[config.mk]
export PLATFORM = sky130hd
export DESIGN_NAME = mtx_top
export DESIGN_NICKNAME = d
export VERILOG_FILES = /design/src/verilog/mtx_pkg.sv /design/src/verilog/mtx_top.sv
export VERILOG_INCLUDE_DIRS = /design/src /design/src/verilog
export SDC_FILE = /design/constraint.sdc
export NUM_CORES = 2
export LEC_CHECK = 0
export BUFFER_PORTS_ARGS = -buffer_cell sky130_fd_sc_hd__buf_2
export CORE_MARGIN = 3
export CORE_UTILIZATION = 50
export DETAILED_ROUTE_END_ITERATION = 12
export PLACE_DENSITY = 0.66
export SLEW_MARGIN = 10
export SYNTH_ARGS = -nofsm -noshare
export SYNTH_HDL_FRONTEND = slang
export SYNTH_SLANG_ARGS = --single-unit
[constraint.sdc]
create_clock -name sys_clk -period 9.83 [get_ports sys_clk]
set_input_delay 2.949 -clock sys_clk [delete_from_list [all_inputs] [get_ports sys_clk]]
set_output_delay 2.949 -clock sys_clk [all_outputs]
set_load 0.01 [all_outputs]
[src/verilog/mtx_cfg.svh]
`ifndef MTX_CFG_SVH
`define MTX_CFG_SVH

// register byte offsets on the apb bus
`define MTX_OFS_CFG1 12'h000
`define MTX_OFS_CFG3 12'h004
`define MTX_OFS_DEFER 12'h008
`define MTX_OFS_MODE 12'h00c
`define MTX_OFS_STATUS 12'h010

// field positions
`define MTX_CFG1_NO_PRE 2
`define MTX_CFG1_NO_FCS 4
`define MTX_CFG3_THR_HI 7
`define MTX_CFG3_THR_LO 4
`define MTX_MODE_MII 0
`define MTX_MODE_FULL_DUPLEX 1
`define MTX_MODE_SPEED100 2

// reset values
`define MTX_CFG1_RST 8'h00
`define MTX_CFG3_RST 8'h00
`define MTX_DEFER_RST 8'h00
`define MTX_MODE_RST 3'h0

// frame constants
`define MTX_MIN_FRAME_BYTES 64
`define MTX_MAX_FRAME_BYTES 1518
`define MTX_PRE_BYTES 4'd8
`define MTX_PRE_BYTE 8'h55
`define MTX_SFD_BYTE 8'hd5
`define MTX_FCS_BYTES 4'd4
`define MTX_CRC_INIT 32'hffffffff
`define MTX_CRC_POLY 32'hedb88320

// defer timing, times in ns, counts in sys_clk cycles (least times round up)
`define MTX_CLK_PERIOD_NS 8
`define MTX_P1_10M_NS 6400
`define MTX_P1_100M_NS 640
`define MTX_P2_10M_NS 3200
`define MTX_P2_100M_NS 320
`define MTX_NS2CYC(t) (((t) + `MTX_CLK_PERIOD_NS - 1) / `MTX_CLK_PERIOD_NS)
`define MTX_P1_10M_CYC `MTX_NS2CYC(`MTX_P1_10M_NS)
`define MTX_P1_100M_CYC `MTX_NS2CYC(`MTX_P1_100M_NS)
`define MTX_P2_10M_CYC `MTX_NS2CYC(`MTX_P2_10M_NS)
`define MTX_P2_100M_CYC `MTX_NS2CYC(`MTX_P2_100M_NS)
`define MTX_DEFER_STEP_CYC 8

`endif

[src/verilog/mtx_pkg.sv]
package mtx_pkg;
  // transmit engine phases, one-hot
  typedef enum logic [4:0] {
    MTX_IDLE = 5'b00001,
    MTX_PRE = 5'b00010,
    MTX_DATA = 5'b00100,
    MTX_FCS = 5'b01000,
    MTX_LAST = 5'b10000
  } mtx_state_t;
  typedef logic [7:0] mtx_byte_t;
endpackage

[src/verilog/mtx_top.sv]
// Implementation choices: register access over APB and the register offsets.
`include "mtx_cfg.svh"

// Contract
// - valid frame 64 to 1518 bytes
// - preamble 62 alternating bits then 11
// - six-byte destination and source addresses
// - length/type passes through unchanged
// - payload passes transparently, never altered
// - 32-bit crc over addresses, type, payload
// - crc on the fly; preamble before destination
// - cfg1 bit 2 suppresses generated preamble
// - cfg1 bit 4 suppresses generated fcs
// - pin or bit during write drops fcs
// - start at threshold or end-of-frame
// - threshold cfg3 bits 7:4, default zero
// - threshold words equal twice field value
// - half duplex: defer timed from carrier fall
// - carrier in first period restarts defer
// - carrier in second period is ignored
// - first period programmable, second fixed
// - 10m default defer 9.6 us total
// - 100m default defer 0.96 us total
// - full duplex ignores carrier sense
// - line active with first preamble unit
// - serial falling edge, mii rising edge
module mtx_top #(
  parameter int FIFO_WORDS = 32
) (
  input wire logic sys_clk,
  input wire logic rst_b,
  input wire logic psel,
  input wire logic penable,
  input wire logic pwrite,
  input wire logic [11:0] paddr,
  input wire logic [31:0] pwdata,
  output logic [31:0] prdata,
  output logic pready,
  output logic pslverr,
  input wire logic fifoWrValid,
  input wire logic [31:0] fifoWrData,
  input wire logic fifoWrEof,
  input wire logic perPacketFcsSuppress,
  output logic fifoWrReady,
  input wire logic phyTxClock,
  input wire logic carrierSenseIn,
  output logic txLineActive,
  output logic serialTxBit,
  output logic [2:0] txNibbleUpper
);
  import mtx_pkg::*;

  localparam int PW = $clog2(FIFO_WORDS);

  // pointer arithmetic relies on a power-of-two depth
  initial begin
    // the status word keeps only eight bits for the fill level
    if (FIFO_WORDS < 2 || (1 << PW) != FIFO_WORDS || FIFO_WORDS > 128) begin
      $error("mtx_top: FIFO_WORDS must be a power of two from 2 to 128");
    end
  end

  function automatic logic [31:0] crcByte(input logic [31:0] c, input mtx_byte_t d);
    logic [31:0] r;
    r = c;
    for (int i = 0; i < 8; i++) begin
      r = (r[0] ^ d[i]) ? ((r >> 1) ^ `MTX_CRC_POLY) : (r >> 1);
    end
    return r;
  endfunction

  // ---------------- registers ----------------
  logic [7:0] cfg1;
  logic [7:0] cfg3;
  logic [7:0] deferReg;
  logic [2:0] modeReg;
  mtx_state_t state;
  logic [PW:0] fifoLevel;

  wire logic cfgNoPre = cfg1[`MTX_CFG1_NO_PRE];
  wire logic cfgNoFcs = cfg1[`MTX_CFG1_NO_FCS];
  wire logic [3:0] thrField = cfg3[`MTX_CFG3_THR_HI:`MTX_CFG3_THR_LO];
  wire logic miiMode = modeReg[`MTX_MODE_MII];
  wire logic fullDuplex = modeReg[`MTX_MODE_FULL_DUPLEX];
  wire logic speed100 = modeReg[`MTX_MODE_SPEED100];

  // apb decode; pready answers in the first access cycle
  wire logic setupPhase = psel & ~penable;
  wire logic accessDone = psel & penable & pready;
  wire logic hitCfg1 = paddr == `MTX_OFS_CFG1;
  wire logic hitCfg3 = paddr == `MTX_OFS_CFG3;
  wire logic hitDefer = paddr == `MTX_OFS_DEFER;
  wire logic hitMode = paddr == `MTX_OFS_MODE;
  wire logic hitStatus = paddr == `MTX_OFS_STATUS;
  wire logic hitAny = hitCfg1 | hitCfg3 | hitDefer | hitMode | hitStatus;
  wire logic [31:0] statusWord = {15'h0000, txLineActive, 3'h0, state,
    {(8 - PW - 1){1'b0}}, fifoLevel};
  wire logic [31:0] readMux = hitCfg1 ? {24'h000000, cfg1} :
                              hitCfg3 ? {24'h000000, cfg3} :
                              hitDefer ? {24'h000000, deferReg} :
                              hitMode ? {29'h00000000, modeReg} :
                              hitStatus ? statusWord : 32'h00000000;

  // read data and answer are captured in the setup cycle
  always_ff @(posedge sys_clk or negedge rst_b) begin
    if (!rst_b) begin
      pready <= 1'b0;
      prdata <= 32'h00000000;
      pslverr <= 1'b0;
    end else begin
      pready <= setupPhase;
      prdata <= (setupPhase & ~pwrite) ? readMux : 32'h00000000;
      pslverr <= setupPhase & ~hitAny;
    end
  end

  // writes land only at the completing access edge; status is read-only
  always_ff @(posedge sys_clk or negedge rst_b) begin
    if (!rst_b) begin
      cfg1 <= `MTX_CFG1_RST;
      cfg3 <= `MTX_CFG3_RST;
      deferReg <= `MTX_DEFER_RST;
      modeReg <= `MTX_MODE_RST;
    end else if (accessDone && pwrite) begin
      if (hitCfg1) cfg1 <= pwdata[7:0];
      if (hitCfg3) cfg3 <= pwdata[7:0];
      if (hitDefer) deferReg <= pwdata[7:0];
      if (hitMode) modeReg <= pwdata[2:0];
    end
  end

  // ---------------- transmit fifo ----------------
  // each entry: data, end-of-frame, fcs suppressed
  logic [33:0] fifoMem [FIFO_WORDS];
  logic [PW:0] wrPtr;
  logic [PW:0] rdPtr;
  logic [PW:0] eofCount;
  logic fcsSuppAcc;
  logic fifoPop;

  wire logic fifoPush = fifoWrValid & fifoWrReady;
  wire logic fifoEmpty = fifoLevel == '0;
  wire logic [33:0] headWord = fifoMem[rdPtr[PW-1:0]];
  wire logic suppNow = perPacketFcsSuppress | cfgNoFcs;
  wire logic headEof = headWord[32];
  wire logic [PW:0] next_fifoLevel = fifoLevel + (PW + 1)'(fifoPush) - (PW + 1)'(fifoPop);
  wire logic [PW:0] next_eofCount = eofCount + (PW + 1)'(fifoPush & fifoWrEof)
    - (PW + 1)'(fifoPop & headEof);

  always_ff @(posedge sys_clk) begin
    if (fifoPush) fifoMem[wrPtr[PW-1:0]] <= {fcsSuppAcc | suppNow, fifoWrEof, fifoWrData};
  end

  // suppression seen at any word of the packet sticks to its last word
  always_ff @(posedge sys_clk or negedge rst_b) begin
    if (!rst_b) begin
      wrPtr <= '0;
      rdPtr <= '0;
      fifoLevel <= '0;
      eofCount <= '0;
      fcsSuppAcc <= 1'b0;
      fifoWrReady <= 1'b0;
    end else begin
      if (fifoPush) wrPtr <= wrPtr + 1'b1;
      if (fifoPop) rdPtr <= rdPtr + 1'b1;
      fifoLevel <= next_fifoLevel;
      eofCount <= next_eofCount;
      if (fifoPush) fcsSuppAcc <= fifoWrEof ? 1'b0 : (fcsSuppAcc | suppNow);
      fifoWrReady <= next_fifoLevel < (PW + 1)'(FIFO_WORDS);
    end
  end

  // ---------------- link pin synchronisers ----------------
  logic [2:0] clkSync;
  logic [1:0] csSync;

  always_ff @(posedge sys_clk or negedge rst_b) begin
    if (!rst_b) begin
      clkSync <= 3'h0;
      csSync <= 2'h0;
    end else begin
      clkSync <= {clkSync[1:0], phyTxClock};
      csSync <= {csSync[0], carrierSenseIn};
    end
  end

  // serial mode moves on the falling edge, mii on the rising edge
  wire logic clkRise = clkSync[1] & ~clkSync[2];
  wire logic clkFall = ~clkSync[1] & clkSync[2];
  wire logic linkTick = miiMode ? clkRise : clkFall;
  wire logic carrier = csSync[1];

  // ---------------- defer timer ----------------
  logic [15:0] deferCnt;
  logic csIgnored;

  wire logic [15:0] p1Cyc = (speed100 ? 16'(`MTX_P1_100M_CYC) : 16'(`MTX_P1_10M_CYC))
    + 16'(deferReg) * 16'(`MTX_DEFER_STEP_CYC);
  wire logic [15:0] p2Cyc = speed100 ? 16'(`MTX_P2_100M_CYC) : 16'(`MTX_P2_10M_CYC);
  wire logic [15:0] totalCyc = p1Cyc + p2Cyc;
  wire logic csSeen = carrier & ~fullDuplex;
  wire logic inFirst = deferCnt < p1Cyc;
  wire logic deferDone = deferCnt >= totalCyc;

  // the counter restarts from the end of own transmission or of carrier
  always_ff @(posedge sys_clk or negedge rst_b) begin
    if (!rst_b) begin
      deferCnt <= 16'h0000;
      csIgnored <= 1'b0;
    end else if (txLineActive) begin
      deferCnt <= 16'h0000;
      csIgnored <= 1'b0;
    end else if (csSeen && (inFirst || (deferDone && !csIgnored))) begin
      deferCnt <= 16'h0000;
      csIgnored <= 1'b0;
    end else begin
      if (csSeen) csIgnored <= 1'b1;
      if (!deferDone) deferCnt <= deferCnt + 16'h0001;
    end
  end

  // ---------------- transmit engine ----------------
  logic [3:0] byteIdx;
  logic [3:0] unitsLeft;
  mtx_byte_t shiftByte;
  logic [31:0] crc;
  logic frameNoFcs;

  // start needs threshold or a whole frame queued, and a met defer
  wire logic [PW:0] thrWords = (PW + 1)'({thrField, 1'b0});
  wire logic thrMet = !fifoEmpty && fifoLevel >= thrWords;
  wire logic startOk = (thrMet || eofCount != '0) && deferDone;
  wire logic needByte = unitsLeft == 4'h0;
  wire logic [3:0] unitsPerByte = miiMode ? 4'h2 : 4'h8;
  wire mtx_byte_t dataByte = headWord[{byteIdx[1:0], 3'b000} +: 8];
  wire mtx_byte_t preByte = (byteIdx == `MTX_PRE_BYTES - 4'h1) ? `MTX_SFD_BYTE : `MTX_PRE_BYTE;
  wire mtx_byte_t fcsByte = ~crc[{byteIdx[1:0], 3'b000} +: 8];
  wire logic startNow = state == MTX_IDLE && startOk;
  wire logic dataPhase = state == MTX_DATA || (startNow && cfgNoPre);
  wire logic underflow = dataPhase && needByte && fifoEmpty;
  wire mtx_byte_t nextByte = (state == MTX_PRE || (startNow && !cfgNoPre)) ? preByte :
                             (state == MTX_FCS) ? fcsByte : dataByte;
  wire mtx_byte_t curByte = needByte ? nextByte : shiftByte;
  wire logic wordEnd = byteIdx[1:0] == 2'h3;
  wire logic noFcsHere = headWord[33] | cfgNoFcs;

  assign fifoPop = linkTick && dataPhase && needByte && !fifoEmpty && wordEnd;

  // one unit per link tick; a byte is fetched when the previous one is spent
  always_ff @(posedge sys_clk or negedge rst_b) begin
    if (!rst_b) begin
      state <= MTX_IDLE;
      byteIdx <= 4'h0;
      unitsLeft <= 4'h0;
      shiftByte <= 8'h00;
      crc <= `MTX_CRC_INIT;
      frameNoFcs <= 1'b0;
      txLineActive <= 1'b0;
      serialTxBit <= 1'b0;
      txNibbleUpper <= 3'h0;
    end else if (linkTick) begin
      if ((state == MTX_IDLE && !startOk) || underflow ||
          (state == MTX_LAST && needByte)) begin
        // drop the line after the final unit, or abandon a starved frame
        state <= MTX_IDLE;
        txLineActive <= 1'b0;
        serialTxBit <= 1'b0;
        txNibbleUpper <= 3'h0;
        unitsLeft <= 4'h0;
        byteIdx <= 4'h0;
      end else begin
        txLineActive <= 1'b1;
        serialTxBit <= curByte[0];
        txNibbleUpper <= miiMode ? curByte[3:1] : 3'h0;
        shiftByte <= miiMode ? {4'h0, curByte[7:4]} : {1'b0, curByte[7:1]};
        unitsLeft <= (needByte ? unitsPerByte : unitsLeft) - 4'h1;
        if (needByte) begin
          byteIdx <= byteIdx + 4'h1;
          case (state)
            MTX_IDLE: begin
              crc <= cfgNoPre ? crcByte(`MTX_CRC_INIT, dataByte) : `MTX_CRC_INIT;
              state <= cfgNoPre ? MTX_DATA : MTX_PRE;
              byteIdx <= 4'h1;
            end
            MTX_PRE: begin
              // destination address follows the delimiter directly
              if (byteIdx == `MTX_PRE_BYTES - 4'h1) begin
                state <= MTX_DATA;
                byteIdx <= 4'h0;
              end
            end
            MTX_DATA: begin
              crc <= crcByte(crc, dataByte);
              if (wordEnd && headEof) begin
                frameNoFcs <= noFcsHere;
                state <= noFcsHere ? MTX_LAST : MTX_FCS;
                byteIdx <= 4'h0;
              end
            end
            MTX_FCS: begin
              // fcs bytes follow the last data byte with no gap
              if (byteIdx == `MTX_FCS_BYTES - 4'h1) state <= MTX_LAST;
            end
            default: state <= MTX_IDLE;
          endcase
        end
      end
    end
  end

  // frame length limits are the host's data; the engine neither pads nor cuts
  // note: a start from idle with the preamble suppressed also sends and checksums the first data byte
endmodule // mtx_top
---- Word-level counts from Yosys, hierarchy flattened ----
Memories as Yosys holds them, arrays and structs flattened.
Index checks and enable logic that the tools add are counted.
cells by class
  multipliers ............................. 0
  shift-type cells ........................ 2
  div/mod/pow operators ................... 0
  mux-type cells .......................... 61
  eq/ne operators ......................... 16
  $lt $le $gt $ge ......................... 4
  bitwise operators ....................... 56
  add/subtract/negate cells ............... 11
  reductions and logical operators ........ 42
operators by type and width
  cell                     number
  $mux W32                 17
  $not A13 Y14             15
  $mux W17                 6
  $pmux W32 S2             1
  $mux W16                 3
  $shiftx A34 B6 Y8        1
  $mux W8                  4
  $shiftx A32 B6 Y8        1
  $mux W5                  6
  $mux W4                  7
  $eq A12 B4 Y1 const B    2
  $pmux W5 S4              1
  $logic_and A1 B1 Y1      17
  $add A16 B1 Y16 const B  1
  $ge A16 B13 Y1           1
  $lt A16 B12 Y1           1
  $xor A1 B1 Y1            15
  $add A12 B9 Y13          1
  $add A10 B11 Y12         1
  $add A6 B1 Y6            2
  $add A6 B1 Y6 const B    2
  $eq A12 B3 Y1 const B    1
  $eq A12 B5 Y1 const B    1
  $logic_not A12 Y1        1
  35 further kinds         84
storage, ports and cells
  memories ................................ 1
  bits in read-only memories .............. 0
  bits of input ports ..................... 86
  register bits after elaboration ......... 152
  bits in latches ......................... 0
  memory bits (writable) .................. 1,088
memory list
  memory   depth  width  read ports  clocked after memory_dff  write ports  line            RTL
  fifoMem  32     34     1           0                         1            mtx_top.sv:134  logic [33:0] fifoMem [FIFO_WORDS];

---- Logic depth before layout (Yosys ltp) ----
An unclocked memory read counts as a cell.
  depth after elaboration ................. 19
  gate-level depth with buffers ........... 29
  mapped depth without buffers ............ 29

---- Least setup slack after synthesis ----
No wires, ideal clock.
  path type ............................... input to register
  start point ............................. input fifoWrValid
  end point ............................... memory fifoMem[27][0] (enable)
  arrival time ............................ 5,104 ps
  stages .................................. 5
  required time ........................... 9,405 ps
  path slack .............................. 4,300 ps
  path through ............................ and2_1 > clkbuf_1 > nand2_1 > clkbuf_1 > nor2_1
between the ends
  longest elaborated chain between the ends .. 3
RTL lines
  what                           line            RTL
  start: declaration             mtx_top.sv:40   input wire logic fifoWrValid,
  $and A1 B1 Y1                  mtx_top.sv:141  wire logic fifoPush = fifoWrValid & fifoWrReady;
  $mux W1                        mtx_top.sv:151  if (fifoPush) fifoMem[wrPtr[PW-1:0]] <= {fcsSuppAcc | suppNow, fifoWrEof, fifoWrData};
  $mux W1 (implied by the code)  mtx_top.sv:151
  end: declaration               mtx_top.sv:134
No other way between the ends.

---- Worst setup path after layout ----
  start point ............................. register modeReg[2]
  end point ............................... register fifoLevel[5]
between the ends
  longest elaborated chain between the ends .. 13
  elaborated cells between the ends (all ways) .. 14
RTL lines
  what                                line            RTL
  start: declaration                  mtx_top.sv:76   logic [2:0] modeReg;
  start signal: assignment            mtx_top.sv:123  modeReg <= `MTX_MODE_RST;
  start signal: assignment            mtx_top.sv:128  if (hitMode) modeReg <= pwdata[2:0];
  $mux W10                            mtx_top.sv:197  wire logic [15:0] p1Cyc = (speed100 ? 16'(`MTX_P1_100M_CYC) : 16'(`MTX_P1_10M_CYC))
  $add A10 B11 Y12                    mtx_top.sv:197
  $add A12 B9 Y13 *                   mtx_top.sv:200  wire logic [15:0] totalCyc = p1Cyc + p2Cyc;
  $ge A16 B13 Y1 *                    mtx_top.sv:203  wire logic deferDone = deferCnt >= totalCyc;
  $logic_and A1 B1 Y1 *               mtx_top.sv:232  wire logic startOk = (thrMet || eofCount != '0) && deferDone;
  $logic_and A1 B1 Y1 *               mtx_top.sv:238  wire logic startNow = state == MTX_IDLE && startOk;
  $logic_and A1 B1 Y1 *               mtx_top.sv:239  wire logic dataPhase = state == MTX_DATA || (startNow && cfgNoPre);
  $logic_or A1 B1 Y1 *                mtx_top.sv:239
  $logic_and A1 B1 Y1 * (4 in a row)  mtx_top.sv:247  assign fifoPop = linkTick && dataPhase && needByte && !fifoEmpty && wordEnd;
  via fifoPop                         mtx_top.sv:139  logic fifoPop;
  $sub A6 B1 Y6 *                     mtx_top.sv:146  wire logic [PW:0] next_fifoLevel = fifoLevel + (PW + 1)'(fifoPush) - (PW + 1)'(fifoPop);
  via next_fifoLevel[5]               mtx_top.sv:146
  end signal: assignment              mtx_top.sv:166  fifoLevel <= next_fifoLevel;
  end: declaration                    mtx_top.sv:78   logic [PW:0] fifoLevel;
Mark *: on every way through the listed nets, which the timed path passes. The rest lies on a longest branch.
A chain may end at the register's enable or synchronous reset.

==> metrics.yaml <==
cts_setup_buffers: 0
nets: 3120
crit_path_frequent_cell: "a21oi_1"
routed_wl_um: 128000
final_common_cell: "edfxtp_1"
grt_pass1_wl_um: 188000
required_ns: 10.41
critical_path.slowest_cell: "nor2_1"
status: "complete, no violations"
clock_path_buffers: 3
critPathArrivalTime_ns: 7.02
timing.slew.headroom: 0.213
drv_slew: 0
grt_use_total: 0.240
core_region_area_mm2: 0.102
hp-class: "register to register"
post-route-cell-area_mm2: 0.0576
yosys_register_bits: 1234
nFillCells: 7604
grt_overflow: 0
clkTransAtPathRegs_ns: 0.06
drt-initial-drc-count: 3148
crit_path_end_kind: "register"
power_density_mw_per_mm2: 231
setup_tns_ns: 0
drive_gt1_frac: 0.218
die_h_um: 327
finalSetupViolCount: 0
rsz0062_at_grt: "no"
routedWlPerCell_um: 28.7
drt-pass1-iter-count: 6
die_x_um: 327
ys_seq_area_frac: 0.705
netlist.area_leader.share: 0.634
hold_buffers: 0
fmax_mhz: 155
ctsHtreeMaxLevel: 3
async_flop_share: 0.118
synth-edff-count: 1088
insertion_delay_ns: 0.73
antenna_found_initial: 5
syn_to_final_growth_pct: 11.7
netlist_instances: 2852
critical_path_class: "register to register"
netlist_area_mm2: 0.0516
grt_max_degree: 123
period_share: 0.654
maxCapViolCount: 0
place.gp.congestion: 0.821
period_needed_ns: 6.43
io_pins: 126
peakVddDrop_v: 0.000141
tightest_slew_ns: 1.17
cts_tree: "built"
grt_pass1_vias: 28024
p_leak_nw: 19.8
cts_root_buffer: "clkbuf_16"
num_rows: 117
drc_errors: 0
mostFrequentLayoutCells: "edfxtp_1, mux4_2, mux2i_1, clkbuf_16, nand2_1"
hold_path_depth: 0
startpoint_type: "register"
worst-path-max-fanout: 10
cts_buffers: 121
ys_types: 93
die-area_mm2: 0.107
cts_resized: 0
synth_top_area_cell: "edfxtp_1"
fin_total_pwr_mw: 13.3
cts_sinks: 1234
finalHoldViolCount: 0
routed-via-count: 27530
via_per_inst: 6.19
synthFlopType: "edfxtp_1"
yosysWarnings: 0
synth_area_per_cell_um2: 18.1
max_stage_delay_ns: 0.58
placed_area_mm2: 0.0536
ant_nets: 0
dp_hpwl_um: 69200
ys_top_cells_by_area: "edfxtp_1, mux4_2, dfrtp_1, mux2i_1, dfstp_2"
port_buffers: 83
fin_skew_ns: 0.0425
r2r_cells: 28
start_util: 0.505
[worst paths after layout]
| check | from | to | slack [ns] |
|---|---|---|---|
| max in group asynchronous | rst_b | rdPtr[0] | 6.05 |
| min in group asynchronous | rst_b | prdata[16] | 2.24 |
| setup reg to reg | modeReg[2] | fifoLevel[5] | 3.40 |
| setup / recovery | modeReg[2] | fifoLevel[5] | 3.40 |
| hold / removal | csSync[0] | csSync[1] | 0.35 |
| hold reg to reg | csSync[0] | csSync[1] | 0.35 |
[cell families after synthesis]
kind of cell | count (synthesis) | share of synthesized area
flops | 1234 | 0.705
mux | 419 | 0.136
compound gates | 392 | 0.0544
simple gates | 381 | 0.0350
buf+inv | 215 | 0.0241
xor+xnor | 150 | 0.0304
fa+ha+maj | 59 | 0.0148
other cells | 2 | 0.000146
[cell type report]
type	instances	area [µm²]	area share
clock buffer	150	3180	0.0552
timing repair buffer	146	945	0.0164
multi-input combinational	1420	14300	0.249
tap	1368	1710	0.0297
clock inverter	78	857	0.0149
inverter	52	195	0.00339
sequential	1234	36400	0.632
antenna	2	5.00	0.0000869
[report_power, final]
group	switching [mW]	total, mW	internal (mW)
combinational	1.34	2.40	1.06
sequential	0.171	6.23	6.06
clock	1.97	4.66	2.69
[metrics by stage]
step,std cells,utilization,setup slack [ns],hold WS [ns]
global placement,4220,0.525,3.51,0.334
finish,4450,0.564,3.40,0.349
CTS,4448,0.564,3.41,0.351
global route,4449,0.564,2.80,0.368
floorplan,2869,-,4.30,0.331
detailed placement,4220,0.525,3.48,0.338
[critical path, delay by kind of cell, from the launching register on]
kind / cells / cell delay, ns
fa+ha+maj: 5 / 1.51
flops: 1 / 0.56
compound gates: 12 / 2.34
simple gates: 3 / 0.77
buf+inv: 5 / 0.62
xor+xnor: 3 / 0.50
[Yosys cell counts (36+ instances only)]
library cell  number
a21oi_1           60
a22oi_1           47
buf_2             42
clkbuf_1          48
dfrtp_1          113
edfxtp_1        1088
ha_1              56
inv_1             49
mux2_2            50
mux2i_1          153
mux4_2           197
nand2_1          117
nor2_1            98
nor3_1            38
o21ai_0           52
xnor2_1           93
xor2_1            36
[per-layer routing]
metal / part of all wire / up-vias / track usage
met5: 0.00020 / - / 0
met4: 0.028 / 4 / 0.0676
met3: 0.084 / 224 / 0.0470
met2: 0.49 / 1286 / 0.395
met1: 0.40 / 14374 / 0.330
li1: - / 11642 / -
[state kept, by name, summed over array words and instances (netlist names), 6 cells and up]
| name | count |
|---|---|
| prdata | 14 |
| cfg3 | 8 |
| deferCnt | 16 |
| deferReg | 8 |
| crc | 32 |
| eofCount | 6 |
| shiftByte | 7 |
| fifoLevel | 6 |
| fifoMem | 1088 |
| cfg1 | 8 |
Note: power is estimated with default switching activity, not from simulation.
